File: src/apsc_pkg.sv
// package: constants and types for the axis pulse step control block
package apsc_pkg;
  // ----------------------------------------------------------------
  // general-purpose input functions
  // ----------------------------------------------------------------
  localparam int unsigned GP_WIDTH    = 8;
  localparam int unsigned FUNC_WIDTH  = 3;
  localparam logic [2:0] IN_FN_NONE   = 3'h0;
  localparam logic [2:0] IN_FN_DSW    = 3'h1;
  localparam logic [2:0] IN_FN_MOFF   = 3'h2;
  localparam logic [2:0] IN_FN_HWHEEL = 3'h3;
  localparam logic [2:0] IN_FN_ABS    = 3'h4;
  localparam logic [2:0] IN_FN_STEP   = 3'h5;
  // ----------------------------------------------------------------
  // general-purpose output functions
  // ----------------------------------------------------------------
  localparam logic [2:0] OUT_FN_NONE  = 3'h0;
  localparam logic [2:0] OUT_FN_DIGIT = 3'h1;
  localparam logic [2:0] OUT_FN_READY = 3'h2;
  localparam logic [2:0] OUT_FN_MCODE = 3'h3;
  localparam logic [2:0] OUT_FN_ABS   = 3'h4;
  // ----------------------------------------------------------------
  // program line opcodes
  // ----------------------------------------------------------------
  localparam int unsigned OP_WIDTH = 2;
  localparam logic [1:0] OP_MOVE   = 2'h0;
  localparam logic [1:0] OP_M00    = 2'h1;
  localparam logic [1:0] OP_M02    = 2'h2;
  localparam logic [1:0] OP_NOP    = 2'h3;
  // ----------------------------------------------------------------
  // timing
  // ----------------------------------------------------------------
  localparam int unsigned CLK_MHZ        = 200;
  localparam int unsigned JOG_HOLD_MS    = 100;
  localparam int unsigned JOG_HOLD_CYC   = JOG_HOLD_MS * 1000 * CLK_MHZ;
  localparam int unsigned PULSE_HALF_CYC = 100;
  localparam int unsigned CLR_PULSE_CYC  = 2000;
  localparam int unsigned CNT_WIDTH      = 32;
  localparam logic [31:0] CNT_ZERO       = 32'h0;
  localparam logic [31:0] CNT_ONE        = 32'h1;
  typedef enum logic [2:0] {
    APSC_IDLE  = 3'b000,
    APSC_FETCH = 3'b001,
    APSC_MOVE  = 3'b010,
    APSC_WAIT  = 3'b011,
    APSC_JOG   = 3'b100
  } apsc_state_e;
endpackage

File: src/apsc_pulse_gen.sv
// module: one axis pulse generator with forward and reverse outputs
`timescale 1ns/10ps
`default_nettype none
module apsc_pulse_gen
  import apsc_pkg::*;
#(
  parameter int unsigned HALF_CYC = apsc_pkg::PULSE_HALF_CYC
) (
  // clock and reset
  input  wire logic        clk_sys,
  input  wire logic        rst,
  input  wire logic        clk_en,
  // request
  input  wire logic        req_valid,
  input  wire logic        req_dir_rev,
  input  wire logic [15:0] req_count,
  input  wire logic        abort,
  // status and pulses
  output logic             busy,
  output logic             forward_pulse_out,
  output logic             reverse_pulse_out
);
  logic [15:0] left_q;
  logic [31:0] tick_q;
  logic        dir_q;
  logic        phase_q;

  // ----------------------------------------------------------------
  // pulse sequencing
  // ----------------------------------------------------------------
  always_ff @(posedge clk_sys or posedge rst) begin
    if (rst) begin
      left_q  <= 16'h0000;
      tick_q  <= 32'h0;
      dir_q   <= 1'b0;
      phase_q <= 1'b0;
      busy    <= 1'b0;
    end else if (clk_en) begin
      if (abort) begin
        left_q  <= 16'h0000;
        phase_q <= 1'b0;
        busy    <= 1'b0;
      end else if (!busy && req_valid && req_count != 16'h0000) begin
        left_q  <= req_count;
        dir_q   <= req_dir_rev;
        tick_q  <= 32'h0;
        phase_q <= 1'b0;
        busy    <= 1'b1;
      end else if (busy) begin
        if (tick_q == HALF_CYC - 1) begin
          tick_q  <= 32'h0;
          phase_q <= ~phase_q;
          if (phase_q) begin
            left_q <= left_q - 16'h0001;
            if (left_q == 16'h0001) begin
              busy <= 1'b0;
            end
          end
        end else begin
          tick_q <= tick_q + 32'h1;
        end
      end
    end
  end

  // direction selects exactly one output, so both never rise together
  always_ff @(posedge clk_sys or posedge rst) begin
    if (rst) begin
      forward_pulse_out <= 1'b0;
      reverse_pulse_out <= 1'b0;
    end else if (clk_en) begin
      forward_pulse_out <= busy && phase_q && !dir_q && !abort;
      reverse_pulse_out <= busy && phase_q && dir_q && !abort;
    end
  end
endmodule
`default_nettype wire

File: src/apsc_axis_ctrl.sv
// module: two-axis step, start, stop and jog control with pulse outputs
//
// Overview of operation
// - a general input assigned the step function puts the unit in step mode
// - in step mode each start rising edge at idle runs exactly one program line
// - in step mode start edges are ignored until the current line completes
// - in dual-axis mode step, start, stop and m-off apply to both axes
// - a dedicated output tells the drive to clear its deviation counter
// - forward travel pulses leave on the forward pulse output
// - reverse travel pulses leave on the separate reverse pulse output
// - a zero marker input is accepted for reference detection
// - each of eight general inputs takes a configurable function
// - each of eight general outputs takes a configurable function
// - auto and ready: start runs pulses; stop, m00 or m02 clear start
// - stop rising edge halts; stop beats start and both jog inputs
// - jog gives one pulse, continuous pulses after 0.1 s held
`timescale 1ns/10ps
`default_nettype none
module apsc_axis_ctrl
  import apsc_pkg::*;
#(
  parameter int unsigned JOG_HOLD = apsc_pkg::JOG_HOLD_CYC,
  parameter int unsigned CLR_LEN  = apsc_pkg::CLR_PULSE_CYC
) (
  // clock, reset, enable
  input  wire logic                     clk_sys,
  input  wire logic                     rst,
  input  wire logic                     clk_en,
  // mode and commands, index 0 is x axis, 1 is y axis
  input  wire logic                     dual_axis,
  input  wire logic                     auto_mode,
  input  wire logic [1:0]               start_in,
  input  wire logic [1:0]               stop_in,
  input  wire logic [1:0]               jog_forward_in,
  input  wire logic [1:0]               jog_reverse_in,
  input  wire logic [1:0]               deviation_clear_req,
  // program line source
  input  wire logic [1:0][OP_WIDTH-1:0] line_op,
  input  wire logic [1:0]               line_dir_rev,
  input  wire logic [1:0][15:0]         line_count,
  output logic      [1:0]               line_advance,
  // drive side
  input  wire logic [1:0]               drive_ready_in,
  input  wire logic [1:0]               drive_in_position_in,
  input  wire logic [1:0]               zero_marker_in,
  output logic      [1:0]               deviation_clear_out,
  output logic      [1:0]               forward_pulse_out,
  output logic      [1:0]               reverse_pulse_out,
  // general purpose i/o and its function maps
  input  wire logic [GP_WIDTH-1:0]      general_inputs,
  input  wire logic [GP_WIDTH-1:0][FUNC_WIDTH-1:0] in_func,
  input  wire logic [GP_WIDTH-1:0][FUNC_WIDTH-1:0] out_func,
  input  wire logic [GP_WIDTH-1:0]      out_source,
  output logic      [GP_WIDTH-1:0]      general_outputs,
  // status
  output logic      [1:0]               step_mode,
  output logic      [1:0]               positioning_complete_flag,
  output logic      [1:0]               zero_seen,
  output logic      [1:0]               running,
  output logic      [1:0]               m_code_off,
  output logic      [GP_WIDTH-1:0]      switch_data,
  output logic      [GP_WIDTH-1:0]      hwheel_data,
  output logic      [GP_WIDTH-1:0]      absolute_position_data
);
  // ----------------------------------------------------------------
  // helpers
  // ----------------------------------------------------------------
  function automatic logic [GP_WIDTH-1:0] func_mask(
    input logic [GP_WIDTH-1:0][FUNC_WIDTH-1:0] map,
    input logic [FUNC_WIDTH-1:0] fn
  );
    logic [GP_WIDTH-1:0] m;
    m = '0;
    for (int i = 0; i < GP_WIDTH; i++) begin
      m[i] = (map[i] == fn);
    end
    return m;
  endfunction

  // merges a per-axis command onto both axes in dual-axis operation
  function automatic logic [1:0] share(input logic [1:0] v, input logic dual);
    return dual ? {2{|v}} : v;
  endfunction

  logic [1:0] start_q, stop_q, jf_q, jr_q;
  logic [1:0] start_rise, stop_rise, start_sh, stop_sh;
  logic [1:0] moff_sh, step_sh;
  logic       step_sel;

  always_ff @(posedge clk_sys or posedge rst) begin
    if (rst) begin
      start_q <= 2'h0;
      stop_q  <= 2'h0;
      jf_q    <= 2'h0;
      jr_q    <= 2'h0;
    end else if (clk_en) begin
      start_q <= start_in;
      stop_q  <= stop_in;
      jf_q    <= jog_forward_in;
      jr_q    <= jog_reverse_in;
    end
  end

  assign step_sel   = |(general_inputs & func_mask(in_func, IN_FN_STEP));
  assign start_rise = start_in & ~start_q;
  assign stop_rise  = stop_in & ~stop_q;
  assign start_sh   = share(start_rise, dual_axis);
  assign stop_sh    = share(stop_rise, dual_axis);
  assign step_sh    = {2{step_sel}};
  assign moff_sh    = {2{|(general_inputs & func_mask(in_func, IN_FN_MOFF))}};

  // ----------------------------------------------------------------
  // general-purpose input functions
  // ----------------------------------------------------------------
  always_ff @(posedge clk_sys or posedge rst) begin
    if (rst) begin
      switch_data            <= 8'h00;
      hwheel_data            <= 8'h00;
      absolute_position_data <= 8'h00;
      step_mode              <= 2'h0;
      m_code_off             <= 2'h0;
    end else if (clk_en) begin
      switch_data            <= general_inputs & func_mask(in_func, IN_FN_DSW);
      hwheel_data            <= general_inputs & func_mask(in_func, IN_FN_HWHEEL);
      absolute_position_data <= general_inputs & func_mask(in_func, IN_FN_ABS);
      step_mode              <= step_sh;
      m_code_off             <= moff_sh;
    end
  end

  // ----------------------------------------------------------------
  // per-axis sequencer
  // ----------------------------------------------------------------
  logic [1:0] gen_busy;
  logic [1:0] gen_req;
  logic [1:0] gen_abort;
  logic [1:0] gen_rev;
  logic [1:0][15:0] gen_cnt;
  apsc_state_e state_q [2];

  for (genvar a = 0; a < 2; a++) begin : g_axis
    logic [31:0] hold_q;
    logic [31:0] clr_q;
    logic        run_q;

    // stop wins over start and both jog inputs
    assign gen_abort[a] = stop_sh[a];

    always_ff @(posedge clk_sys or posedge rst) begin
      if (rst) begin
        state_q[a]      <= APSC_IDLE;
        run_q           <= 1'b0;
        gen_req[a]      <= 1'b0;
        gen_rev[a]      <= 1'b0;
        gen_cnt[a]      <= 16'h0000;
        hold_q          <= 32'h0;
        line_advance[a] <= 1'b0;
      end else if (clk_en) begin
        gen_req[a]      <= 1'b0;
        line_advance[a] <= 1'b0;
        if (stop_sh[a]) begin
          state_q[a] <= APSC_IDLE;
          run_q      <= 1'b0;
        end else begin
          unique case (state_q[a])
            APSC_IDLE: begin
              if (auto_mode && drive_ready_in[a] && (start_sh[a] || run_q)) begin
                run_q      <= ~step_sh[a];
                state_q[a] <= APSC_FETCH;
              end else if (!auto_mode && (jf_q[a] ^ jr_q[a])) begin
                // single minimum-unit pulse first, then continuous after the hold
                gen_req[a] <= 1'b1;
                gen_rev[a] <= jr_q[a];
                gen_cnt[a] <= 16'h0001;
                hold_q     <= 32'h0;
                state_q[a] <= APSC_JOG;
              end
            end
            APSC_FETCH: begin
              line_advance[a] <= 1'b1;
              if (line_op[a] == OP_M00 || line_op[a] == OP_M02) begin
                run_q      <= 1'b0;
                state_q[a] <= APSC_IDLE;
              end else if (line_op[a] == OP_MOVE) begin
                gen_req[a] <= 1'b1;
                gen_rev[a] <= line_dir_rev[a];
                gen_cnt[a] <= line_count[a];
                state_q[a] <= APSC_MOVE;
              end else begin
                state_q[a] <= APSC_WAIT;
              end
            end
            APSC_MOVE: begin
              if (!gen_req[a] && !gen_busy[a]) begin
                state_q[a] <= APSC_WAIT;
              end
            end
            APSC_WAIT: begin
              // start edges are dropped here: the line is not finished yet
              if (drive_in_position_in[a]) begin
                state_q[a] <= APSC_IDLE;
              end
            end
            APSC_JOG: begin
              if (!(jf_q[a] ^ jr_q[a])) begin
                state_q[a] <= APSC_IDLE;
              end else if (hold_q < JOG_HOLD) begin
                hold_q <= hold_q + CNT_ONE;
              end else if (!gen_busy[a] && !gen_req[a]) begin
                gen_req[a] <= 1'b1;
                gen_cnt[a] <= 16'h0001;
              end
            end
            default: state_q[a] <= APSC_IDLE;
          endcase
        end
      end
    end

    // request stretched by a fixed tail
    always_ff @(posedge clk_sys or posedge rst) begin
      if (rst) begin
        clr_q                  <= 32'h0;
        deviation_clear_out[a] <= 1'b0;
      end else if (clk_en) begin
        if (deviation_clear_req[a]) begin
          clr_q <= CLR_LEN;
        end else if (clr_q != CNT_ZERO) begin
          clr_q <= clr_q - CNT_ONE;
        end
        deviation_clear_out[a] <= deviation_clear_req[a] || (clr_q > CNT_ONE);
      end
    end

    apsc_pulse_gen u_gen (
      .clk_sys           (clk_sys),
      .rst               (rst),
      .clk_en            (clk_en),
      .req_valid         (gen_req[a]),
      .req_dir_rev       (gen_rev[a]),
      .req_count         (gen_cnt[a]),
      .abort             (gen_abort[a]),
      .busy              (gen_busy[a]),
      .forward_pulse_out (forward_pulse_out[a]),
      .reverse_pulse_out (reverse_pulse_out[a])
    );

    always_ff @(posedge clk_sys or posedge rst) begin
      if (rst) begin
        running[a]                   <= 1'b0;
        positioning_complete_flag[a] <= 1'b0;
        zero_seen[a]                 <= 1'b0;
      end else if (clk_en) begin
        running[a]                   <= (state_q[a] != APSC_IDLE);
        positioning_complete_flag[a] <= drive_in_position_in[a] && !gen_busy[a];
        // marker is sticky until the axis starts a new motion
        zero_seen[a] <= zero_marker_in[a] || (zero_seen[a] && !gen_req[a]);
      end
    end
  end

  // ----------------------------------------------------------------
  // general-purpose outputs
  // ----------------------------------------------------------------
  always_ff @(posedge clk_sys or posedge rst) begin
    if (rst) begin
      general_outputs <= 8'h00;
    end else if (clk_en) begin
      for (int i = 0; i < GP_WIDTH; i++) begin
        unique case (out_func[i])
          OUT_FN_READY: general_outputs[i] <= &drive_ready_in;
          OUT_FN_DIGIT,
          OUT_FN_MCODE,
          OUT_FN_ABS:   general_outputs[i] <= out_source[i];
          default:      general_outputs[i] <= 1'b0;
        endcase
      end
    end
  end
endmodule
`default_nettype wire

File: config.mk
export PLATFORM = sky130hd
export DESIGN_NAME = apsc_axis_ctrl
export DESIGN_NICKNAME = d
export VERILOG_FILES = /design/src/apsc_pkg.sv /design/src/apsc_pulse_gen.sv /design/src/apsc_axis_ctrl.sv
export SDC_FILE = /design/constraint.sdc
export NUM_CORES = 1
export LEC_CHECK = 0
export ABC_AREA = 1
export BUFFER_PORTS_ARGS = -buffer_cell sky130_fd_sc_hd__buf_4
export CAP_MARGIN = 10
export CORE_ASPECT_RATIO = 1.75
export CORE_UTILIZATION = 35
export DETAILED_ROUTE_END_ITERATION = 6
export PLACE_DENSITY_LB_ADDON = 0.25
export SLEW_MARGIN = 20
export SYNTH_ARGS = -nofsm -noshare
export SYNTH_HDL_FRONTEND = slang
export SYNTH_SLANG_ARGS = --single-unit
export TNS_END_PERCENT = 30
File: constraint.sdc
create_clock -name clk_sys -period 27.8 [get_ports clk_sys]
set_input_delay 1.39 -clock clk_sys [delete_from_list [all_inputs] [get_ports clk_sys]]
set_output_delay 1.39 -clock clk_sys [all_outputs]
set_load 0.02 [all_outputs]
# After elaboration in Yosys (flattened, before gate mapping)
# Index checks and enable logic that the tools add are counted.
# word_totals
inputBits,123
output_inout_bits,50
register_bits,330
wordCells,430
# classes
bitwise_logic,16
n_lt_le_gt_ge,4
muxes,134
n_eq_ne,116
n_reduce_logical,104
add_sub_neg,8
# op_table
operator,n
2-to-1 mux 32 bit,18
2-to-1 mux 16 bit,24
"adder 32 x 1 -> 32 bit, second input constant",4
one-hot mux 32 bit (2 select lines),2
"equality test 3 x 2 -> 1 bit, second input constant",36
one-hot mux 16 bit (3 select lines),2
"equality test 3 bit, second input constant",26
"equality test 32 x 7 -> 1 bit, second input constant",2
"greater-than comparator 32 x 1 -> 1 bit, second input constant",2
"less-than comparator 32 x 25 -> 1 bit, second input constant",2
nonzero test 32 bit,2
"subtractor 32 x 1 -> 32 bit, second input constant",2
2-to-1 mux 1 bit,56
"equality test 3 x 1 -> 1 bit, second input constant",18
AND 8 bit,5
2-to-1 mux 3 bit,12
nonzero test 3 bit,12
"equality test 16 x 1 -> 1 bit, second input constant",2
"inequality test 2 bit, second input constant",16
nonzero test 16 bit,2
"subtractor 16 x 1 -> 16 bit, second input constant",2
"inequality test 3 bit, second input constant",10
one-hot mux 3 bit (5 select lines),2
AND reduction 7 bit,4
other kinds (24),119

# Depth between registers and ports, before layout
# Gate-level depths: netlist of the first run.
# logic_depth
ltp_word,9
depth_mapped,13
ltp_nobuf,11

# Hierarchy
# From an unflattened synthesis of the first run, not the netlist that was laid out.
# unflattened
cells_unflattened,3276
hier_area_um2,21679.5
# modules_own_cells
mod,seq_area_each_um2,area_each_um2,cells_per_inst,n_inst
apsc_axis_ctrl,5605.4,13576.8,1989,1
apsc_pulse_gen at g_axis[1].u_gen,1326.3,4063.9,646,1
apsc_pulse_gen at g_axis[0].u_gen,1326.3,4038.9,641,1

# Worst setup path before layout of the first run
# No wires, ideal clock.
# synth_timing
path_kind,in2reg
startpoint,input port line_op[2] in the netlist's numbering
endpoint,register gen_cnt[22] in the netlist's numbering
setup_slack_ps,25057
t_required_ps,27684
setup_ps,116
cell_stages,9
t_arrival_ps,2627
path_buffers,1
cell_sequence,inv_1 -> ha_1 -> nor2_1 -> o21ai_1 -> nor3_4 -> nand2_4 -> buf_6 -> nand2_1 -> nand2_1
# synth_between
elab_chain_len,4
elab_cells_between_ends,7
classes_between,4 x eq/ne; 3 x reduce/logical
# synth_rtl
element,line,text
"start, declared",apsc_axis_ctrl.sv:38,"input wire logic [1:0][OP_WIDTH-1:0] line_op,"
equality test 2 x 1 -> 1 bit or equality test 2 bit (tied branches),apsc_axis_ctrl.sv:181,if (line_op[a] == OP_M00 || line_op[a] == OP_M02) begin
logical OR 1 bit,apsc_axis_ctrl.sv:181,
inequality test 2 bit (no line),n/a,
AND reduction 10 bit (no line) *,n/a,
"end signal, assigned by index",apsc_axis_ctrl.sv:187,gen_cnt[a] <= line_count[a];
"end, declared",apsc_axis_ctrl.sv:138,logic [1:0][15:0] gen_cnt;
# Mark *: on every way between the ends. The rest lies on a longest branch, timed or not.
# A chain may end at the register's enable or synchronous reset.

# Worst setup path after layout of the first run
# layout_timing
startpoint,input port dual_axis
endpoint,register gen_cnt[31] in the netlist's numbering
# layout_between
elab_chain_len,5
elab_cells_between_ends,7
classes_between,1 x eq/ne; 2 x mux; 1 x bitwise; 3 x reduce/logical
# layout_rtl
element,line,text
"start, declared",apsc_axis_ctrl.sv:30,"input wire logic dual_axis,"
2-to-1 mux 2 bit,apsc_axis_ctrl.sv:82,return dual ? {2{|v}} : v;
logical OR 1 bit,apsc_axis_ctrl.sv:167,if (auto_mode && drive_ready_in[a] && (start_sh[a] || run_q)) begin
logical AND 1 bit,apsc_axis_ctrl.sv:167,
inequality test 2 bit (no line),n/a,
AND reduction 10 bit (no line) *,n/a,
# Marked as above.

==> out/summary.txt, run 1 <==
CELLS AND AREA
------------------------------------------------------------------------------------------------------
Commonest non-fill, non-tap cell in the layout ..........................................      nand2_1
Proportion of layout cells with a drive suffix above 1 ..................................        8.98%
Top library cells by usage in the layout, fill and taps aside ........................... nand2_1 (1,050), nor2_1 (503), dfrtp_1 (330)
Ant. Diodes .............................................................................            0
Count of nets after finishing ...........................................................        3,455
Area occupied by multi-input gates ......................................................  0.0112 mm^2
Final cell count without fillers ........................................................        4,119
Post-route standard cell area excluding fillers .........................................  0.0241 mm^2
Post-layout utilization of the core .....................................................        40.7%
Layout-stage area growth over the synthesis result ......................................        14.4%
Reg area ................................................................................ 0.00826 mm^2
Fill cell count .........................................................................        6,355

SETUP PATH
------------------------------------------------------------------------------------------------------
Required time of the critical path ......................................................     28.21 ns
Worst path most repeated cell ...........................................................      nand2_1
Startpoint of the worst-slack reg-to-reg timing path .................................... gen_cnt[0]$_DFFE_PP0P_
CP bufs+invs ............................................................................            2
Number of cell instances on the worst register-to-register path .........................           11
Top fanout value on the critical path ...................................................           17
Worst setup EP type .....................................................................         flop
Max stage delay on crit path ............................................................      0.66 ns
Kind of critical path ...................................................................    in -> reg
Endpoint arrival time on the critical path ..............................................      3.64 ns
CP max stage cell .......................................................................       nor3_4
Cells along the critical path ........................................................... buf_4 -> nand3_1 -> nand2_2 -> inv_1 -> o21ai_1 -> nor3_4 -> nand2_4 -> nand2_1 -> nand2_1
Worst reg2reg setup slack ...............................................................     24.80 ns
Worst reg2reg endpoint .................................................................. g_axis[0].u_gen.tick_q[20]$_DFFE_PP0P_
Cell family contributing the most delay on the critical path ............................ simple AND/OR/NAND/NOR gates
Type of origin of the critical path .....................................................    input pin

SYNTHESIS
------------------------------------------------------------------------------------------------------
Synth Instances .........................................................................        3,189
Average footprint of a synthesized cell .................................................    6.62 um^2
Number of synthesized flops with an enable pin ..........................................            0
Compound-gate portion of the synthesized area ...........................................        7.92%
Xor and xnor area share after synthesis .................................................        3.69%
Flops & latches, synth ..................................................................          330
Sequential cell area fraction in the yosys report .......................................        39.1%
Most used DFF post-synth ................................................................      dfrtp_1
Top-area cell type share of the netlist area ............................................        39.1%
Post-synthesis cell area ................................................................  0.0211 mm^2
Adder-cell share of the synthesized area ................................................        1.07%
Simple-gate share of the synthesized area ...............................................        40.4%
Area leader, netlist ....................................................................      dfrtp_1
Mux contribution to synthesized area ....................................................           0%
Yosys warnings ..........................................................................            0
Synthesized netlist net count ...........................................................        3,330
Most area-consuming cells after synthesis ............................................... dfrtp_1 (39%), nand2_1 (19%), nor2_1 (8.9%)
Proportion of register bits with asynchronous set or reset after synthesis ..............         100%
Dominant combinational cell family by area after synthesis .............................. simple AND/OR/NAND/NOR gates
Count of distinct cell types in the synthesized netlist .................................           41

HOLD PATH
------------------------------------------------------------------------------------------------------
Worst hold path stage count .............................................................            1
End point of the most critical hold path ................................................ g_axis[0].u_gen.forward_pulse_out$_DFFE_PP0P_
Hold path startpoint .................................................................... g_axis[0].u_gen.dir_q$_DFFE_PP0P_
Path type of the worst min-delay path ...................................................   reg -> reg

PLACEMENT
------------------------------------------------------------------------------------------------------
Port buffer count .......................................................................          172
Post-placement cell area ................................................................  0.0230 mm^2
Dpl cells ...............................................................................        4,056
Final GP Congestion .....................................................................        0.920
Post-placement worst setup slack ........................................................     23.98 ns
Post-DP HPWL ............................................................................    48,100 um

PWR
------------------------------------------------------------------------------------------------------
Internal portion of total power .........................................................      1.05 mW
Worst voltage drop across the vdd grid ..................................................    0.0424 mV
Switching Fraction ......................................................................        41.2%
Ratio of total power to cell area ....................................................... 73.8 mW/mm^2
Leakage power of the design .............................................................      11.7 nW
Part of the total power dissipated in sequential elements ...............................        36.8%
Clock network power share ...............................................................        27.5%
Sw Pwr ..................................................................................     0.735 mW
Combinational cell fraction of total power ..............................................        35.7%
Power Total .............................................................................      1.78 mW

GLOBAL ROUTING
------------------------------------------------------------------------------------------------------
Antenna violations before repair ........................................................            0
Pin count of the biggest net entering global routing ....................................          157
Global Route Usage Sum ..................................................................        20.9%
Via count of the first global-routing pass ..............................................       20,000
Global-route wire length before repair ..................................................   104,000 um
Total gr overflow .......................................................................            0

CLOCK NETWORK
------------------------------------------------------------------------------------------------------
Post-cts hold buffer count ..............................................................            0
Buffer type at the clock tree root ......................................................    clkbuf_16
Clock latency reported for the late side of the worst-skew pair .........................      0.54 ns
Clock H-tree levels .....................................................................            2
CTS max path bufs .......................................................................            3
Clock tree from TritonCTS ...............................................................         done
Post-CTS repair timing setup buffer count ...............................................            0
Total clock buffers created by CTS ......................................................           36
Num Clock Sinks .........................................................................          330
Clock transition at the register clock pins on the worst setup and hold paths after CTS .      0.07 ns
Number of resized instances in the post-cts repair step .................................            0

DRT
------------------------------------------------------------------------------------------------------
Post-detailed-route wirelength per cell .................................................      15.6 um
Antenna Violating Nets Remaining ........................................................            0
Routed wire length ......................................................................    64,100 um
Via Count ...............................................................................       20,400
Remaining DRCs ..........................................................................            0
Iteration-0 DRC Markers .................................................................        1,267
Via density .............................................................................         4.95
Total iterations of the first detailed-routing run ......................................            5

TIMING
------------------------------------------------------------------------------------------------------
Final critical delay including setup and external delays ................................      3.22 ns
Final clock skew ........................................................................    0.0197 ns
Headroom to the max-slew limit ..........................................................        32.9%
Hold Slack ..............................................................................     0.473 ns
Final setup margin ......................................................................     24.58 ns
Setup TNS ...............................................................................         0 ns
Fmax ....................................................................................      310 MHz
Final setup violating endpoints .........................................................            0
Hold violation count in the final report ................................................            0
Final-report max-slew violation count ...................................................            0
Final critical-path share of the clock period ...........................................        11.6%
Setup repair after global routing missed its margin .....................................        false
Least-Margin Pin Slew ...................................................................      1.00 ns

RUN STATUS
------------------------------------------------------------------------------------------------------
Outcome .................................................................................    completed

DIE
------------------------------------------------------------------------------------------------------
Core region area ........................................................................  0.0594 mm^2
Total Die Area ..........................................................................  0.0613 mm^2
Vert. Die Dim ...........................................................................       327 um
Initial standard-cell utilization of the core ...........................................        35.6%
Floorplan row count .....................................................................          118
Number of top-level pins ................................................................          173
Width of the die ........................................................................       188 um

RUN
------------------------------------------------------------------------------------------------------
Number of max-capacitance violations reported ...........................................            0

[worst max path at each step]
stage / endpoint / start / cells after the start
after floorplan: absolute_position_data[0]$_DFFE_PP0P_ / rst / 1
after global placement: g_axis[0].clr_q[8]$_DFFE_PP0P_ / deviation_clear_req[0] / 7
after detailed placement: g_axis[0].clr_q[8]$_DFFE_PP0P_ / deviation_clear_req[0] / 7
after CTS: g_axis[0].clr_q[8]$_DFFE_PP0P_ / deviation_clear_req[0] / 7
after global routing: g_axis[0].clr_q[8]$_DFFE_PP0P_ / deviation_clear_req[0] / 7
final: gen_cnt[31]$_DFFE_PP0P_ / dual_axis / 9
[cells in the mapped netlist (all sizes together) (2+ instances only)]
cell,number
or2,19
nand4,63
o21ai,230
nor3b,8
a21oi,21
o211ai,9
nand3,295
and2,2
xor2,73
inv,306
nand2,1067
buf,59
xnor2,15
o41ai,6
ha,18
o21bai,16
clkinv,2
nor2,516
clkbuf,35
nand3b,13
nor4,2
nor3,58
a31oi,12
a32oi,2
o31ai,8
dfrtp,330
[final cells by class]
type                            instances  share of cell area [%]
Tap cell                              780                    4.04
Clock buffer                           45                    4.17
Inverter                              308                    4.82
Multi-Input combinational cell       2457                    46.4
Clock inverter                         18                   0.684
Sequential cell                       330                    34.2
Timing Repair Buffer                  181                    5.68
[layer usage]
metal / GRT usage (%) / routed length (um)
met1: 23.9 / 25900
met2: 39.3 / 33600
met3: 2.53 / 2360
met4: 7.95 / 2180
met5: 0 / 0
[power groups by stage]
stage | Combinational (mW) | Clock, mW | Sequential [mW]
floorplan | 0.488 | 0 | 0.636
global placement | 0.632 | 0 | 0.663
detailed placement | 0.636 | 0 | 0.662
CTS | 0.639 | 0.506 | 0.655
global route | 0.726 | 0.522 | 0.667
finish | 0.636 | 0.490 | 0.656
[sequential cells by signal, indices dropped and copies added, names as in the netlist, 6 cells and up]
name and flops:
g_axis.clr_q 64, general_outputs 8, absolute_position_data 8, gen_cnt 32, hwheel_data 8, switch_data 8
g_axis.u_gen.left_q 32, g_axis.u_gen.tick_q 64, state_q 6, g_axis.hold_q 64
[cell families after synthesis]
kind of cell | count (synthesis)
adder cells (fa/ha/maj) | 18
AND/OR/NAND/NOR | 2044
AO/OA/AOI/OAI | 307
flip-flops | 330
buffers and inverters | 402
XOR/XNOR | 88
(Power assumes the default switching activity.)
==> inputs of run 2 (changes only) <==
Clock period 27.8 ns to 2.7 ns, I/O delays scaled along.
==> out/summary.txt, run 2 (same netlist as run 1, synthesis figures left out) <==
CELLS AND AREA
------------------------------------------------------------------------------------------------------
Post-layout utilization of the core .....................................................        43.1%   +2.4 points
Count of nets after finishing ...........................................................        3,599   +4.2%
Biggest registers after layout .......................................................... g_axis.clr_q: 64 flops, g_axis.hold_q: 64 flops, g_axis.u_gen.tick_q: 64 flops
Proportion of layout cells with a drive suffix above 1 ..................................        9.34%   +0.35 points
Commonest non-fill, non-tap cell in the layout ..........................................      nand2_1
Ant. Diodes .............................................................................            0   unchanged
Top library cells by usage in the layout, fill and taps aside ........................... nand2_1 (1,050), nor2_1 (503), dfrtp_1 (330)
Layout-stage area growth over the synthesis result ......................................        21.1%

PWR
------------------------------------------------------------------------------------------------------
Part of the total power dissipated in sequential elements ...............................        35.6%   -1.2 points
Sw Pwr ..................................................................................      7.65 mW   +940%
Combinational cell fraction of total power ..............................................        36.8%   +1.1 points
Internal portion of total power .........................................................      11.2 mW   +970%
Leakage power of the design .............................................................      12.4 nW   +5.7%
Ratio of total power to cell area .......................................................  736 mW/mm^2   +900%
Worst voltage drop across the vdd grid ..................................................     0.416 mV   +880%
Clock network power share ...............................................................        27.6%   about the same
Power Total .............................................................................      18.8 mW   +960%
Switching Fraction ......................................................................        40.6%   -0.60 points

SETUP PATH
------------------------------------------------------------------------------------------------------
Type of origin of the critical path .....................................................         flop
Number of cell instances on the worst register-to-register path .........................           11   unchanged
CP bufs+invs ............................................................................            1   -1
Max stage delay on crit path ............................................................      0.56 ns   -0.10 ns
Endpoint arrival time on the critical path ..............................................      2.77 ns   -0.87 ns
Worst path most repeated cell ...........................................................      nand2_1
Startpoint of the worst-slack reg-to-reg timing path .................................... g_axis[1].u_gen.tick_q[0]$_DFFE_PP0P_
Worst reg2reg endpoint .................................................................. g_axis[1].u_gen.left_q[3]$_DFFE_PP0P_
Worst setup EP type .....................................................................         flop
Worst setup path startpoint ............................................................. g_axis[1].u_gen.tick_q[0]$_DFFE_PP0P_
Critical path endpoint .................................................................. g_axis[1].u_gen.left_q[3]$_DFFE_PP0P_
CP max stage cell .......................................................................       nor2_2
Top fanout value on the critical path ...................................................           16   -1
Worst reg2reg setup slack ...............................................................      0.39 ns   -24.41 ns
CP Depth ................................................................................           11   +2
Cell family contributing the most delay on the critical path ............................ simple AND/OR/NAND/NOR gates
Required time of the critical path ......................................................      3.17 ns   -25.04 ns
Cells along the critical path ........................................................... ha_1 -> inv_1 -> nor2_1 -> nand2_1 -> nor2_1 -> nand2_1 -> nand3_1 -> nand2_1 -> nor2_2 -> nand2_1 -> nand2_1
Kind of critical path ...................................................................   reg -> reg

GLOBAL ROUTING
------------------------------------------------------------------------------------------------------
Global-route wire length before repair ..................................................   110,000 um   +5.7%
Global Route Usage Sum ..................................................................        22.4%   +1.5 points
Total gr overflow .......................................................................            0   unchanged
Pin count of the biggest net entering global routing ....................................          107   -32%
Via count of the first global-routing pass ..............................................       21,100   +5.8%
Antenna violations before repair ........................................................            0   unchanged

CLOCK NETWORK
------------------------------------------------------------------------------------------------------
Total clock buffers created by CTS ......................................................           36   unchanged
Clock H-tree levels .....................................................................            2   unchanged
Buffer type at the clock tree root ......................................................    clkbuf_16
Num Clock Sinks .........................................................................          330   unchanged
Clock tree from TritonCTS ...............................................................         done
Clock transition at the register clock pins on the worst setup and hold paths after CTS .      0.06 ns   about the same
Clock latency reported for the late side of the worst-skew pair .........................      0.55 ns   about the same
Post-CTS repair timing setup buffer count ...............................................            0   unchanged
CTS max path bufs .......................................................................            3   unchanged
Number of resized instances in the post-cts repair step .................................            0   unchanged

DRT
------------------------------------------------------------------------------------------------------
Via density .............................................................................         4.98   +0.58%
Iteration-0 DRC Markers .................................................................        1,028   -19%
Routed wire length ......................................................................    68,400 um   +6.7%
Antenna Violating Nets Remaining ........................................................            0   unchanged
Total iterations of the first detailed-routing run ......................................            5   unchanged
Remaining DRCs ..........................................................................            0   unchanged
Post-detailed-route wirelength per cell .................................................      16.1 um   +3.2%
Via Count ...............................................................................       21,200   +4.0%

DIE
------------------------------------------------------------------------------------------------------
Floorplan row count .....................................................................          118   unchanged
Initial standard-cell utilization of the core ...........................................        35.6%   unchanged
Vert. Die Dim ...........................................................................       327 um   unchanged
Width of the die ........................................................................       188 um   unchanged
Total Die Area ..........................................................................  0.0613 mm^2   unchanged
Number of top-level pins ................................................................          173   unchanged
Core region area ........................................................................  0.0594 mm^2   unchanged

PLACEMENT
------------------------------------------------------------------------------------------------------
Port buffer count .......................................................................          172   unchanged
Final GP Congestion .....................................................................        0.954   +3.7%
Post-DP HPWL ............................................................................    52,100 um   +8.2%

TIMING
------------------------------------------------------------------------------------------------------
Setup repair after global routing missed its margin .....................................        false
Final-report max-slew violation count ...................................................            0   unchanged
Final critical delay including setup and external delays ................................      2.31 ns
Final critical-path share of the clock period ...........................................        85.5%
Headroom to the max-slew limit ..........................................................        52.2%   +19 points
Final clock skew ........................................................................    0.0243 ns   +0.00462 ns
Hold Slack ..............................................................................    0.0156 ns   -0.458 ns
Setup TNS ...............................................................................         0 ns   unchanged
Hold violation count in the final report ................................................            0   unchanged
Fmax ....................................................................................      433 MHz
Final setup violating endpoints .........................................................            0   unchanged
Least-Margin Pin Slew ...................................................................     0.716 ns   -0.289 ns

HOLD PATH
------------------------------------------------------------------------------------------------------
Path type of the worst min-delay path ...................................................    in -> reg
Worst hold path stage count .............................................................            5   +4

RUN
------------------------------------------------------------------------------------------------------
Number of max-capacitance violations reported ...........................................            0   unchanged

RUN STATUS
------------------------------------------------------------------------------------------------------
Outcome .................................................................................    completed

## run 2: through the flow
step                      setup slack, ns  std cells  instance area [um^2]
after floorplan                     -1.84       3189                 21100
after global routing                0.131       4260                 25600
final                               0.392       4260                 25600
after CTS                           0.351       4260                 25600
after detailed placement            0.387       4087                 23200
after global placement              0.430       4087                 23200
## run 2: final cells by class
class	count	area, um^2
clock inverter	9	141
fill	6293	33800
timing repair buffer	325	2770
inverter	308	1160
sequential	330	8260
multi-input combinational	2457	11200
clock buffer	51	1060
tap	780	976
## run 2: what timing repair did
item | 4_1_cts | 5_1_grt
setup endpoints to repair | 0 | 0
endpoints found under the hold margin | 95 | 0
hold buffers | 113 | 0
## run 2: routing by layer
metal  vias to the layer above  wire length (um)  track usage [%]
met5                         -                 0                0
met4                         0              3560             11.3
met3                       164              2110             2.37
met2                       448             36800             43.2
met1                      9932             26000             23.9
li1                      10700                 -                -
## run 2: power groups by stage
| stage | Clock, mW | Combinational, mW | Sequential [mW] |
|---|---|---|---|
| global placement | 0 | 6.83 | 6.76 |
| floorplan | 0 | 5.03 | 6.55 |
| finish | 5.20 | 6.93 | 6.70 |
| detailed placement | 0 | 6.83 | 6.77 |
| CTS | 5.34 | 7.00 | 6.69 |
| global route | 5.50 | 7.87 | 6.82 |
## run 2: how the worst min path moves through the flow
stage,start,end,slack (ns)
after floorplan,in_func[21],absolute_position_data[7]$_DFFE_PP0P_,0.23
after global placement,rst,g_axis[1].hold_q[31]$_DFFE_PP0P_,0.15
after detailed placement,rst,g_axis[1].hold_q[20]$_DFFE_PP0P_,0.15
after CTS,line_count[10],gen_cnt[10]$_DFFE_PP0P_,0.00005
after global routing,line_count[25],gen_cnt[25]$_DFFE_PP0P_,0.03
final,line_count[18],gen_cnt[18]$_DFFE_PP0P_,0.02
## run 2: tightest hold or removal path, cell delays in order
cell,delay (ns)
buf_4,0.11
inv_1,0.07
nor2_1,0.07
nand3_1,0.08
nand2_1,0.05
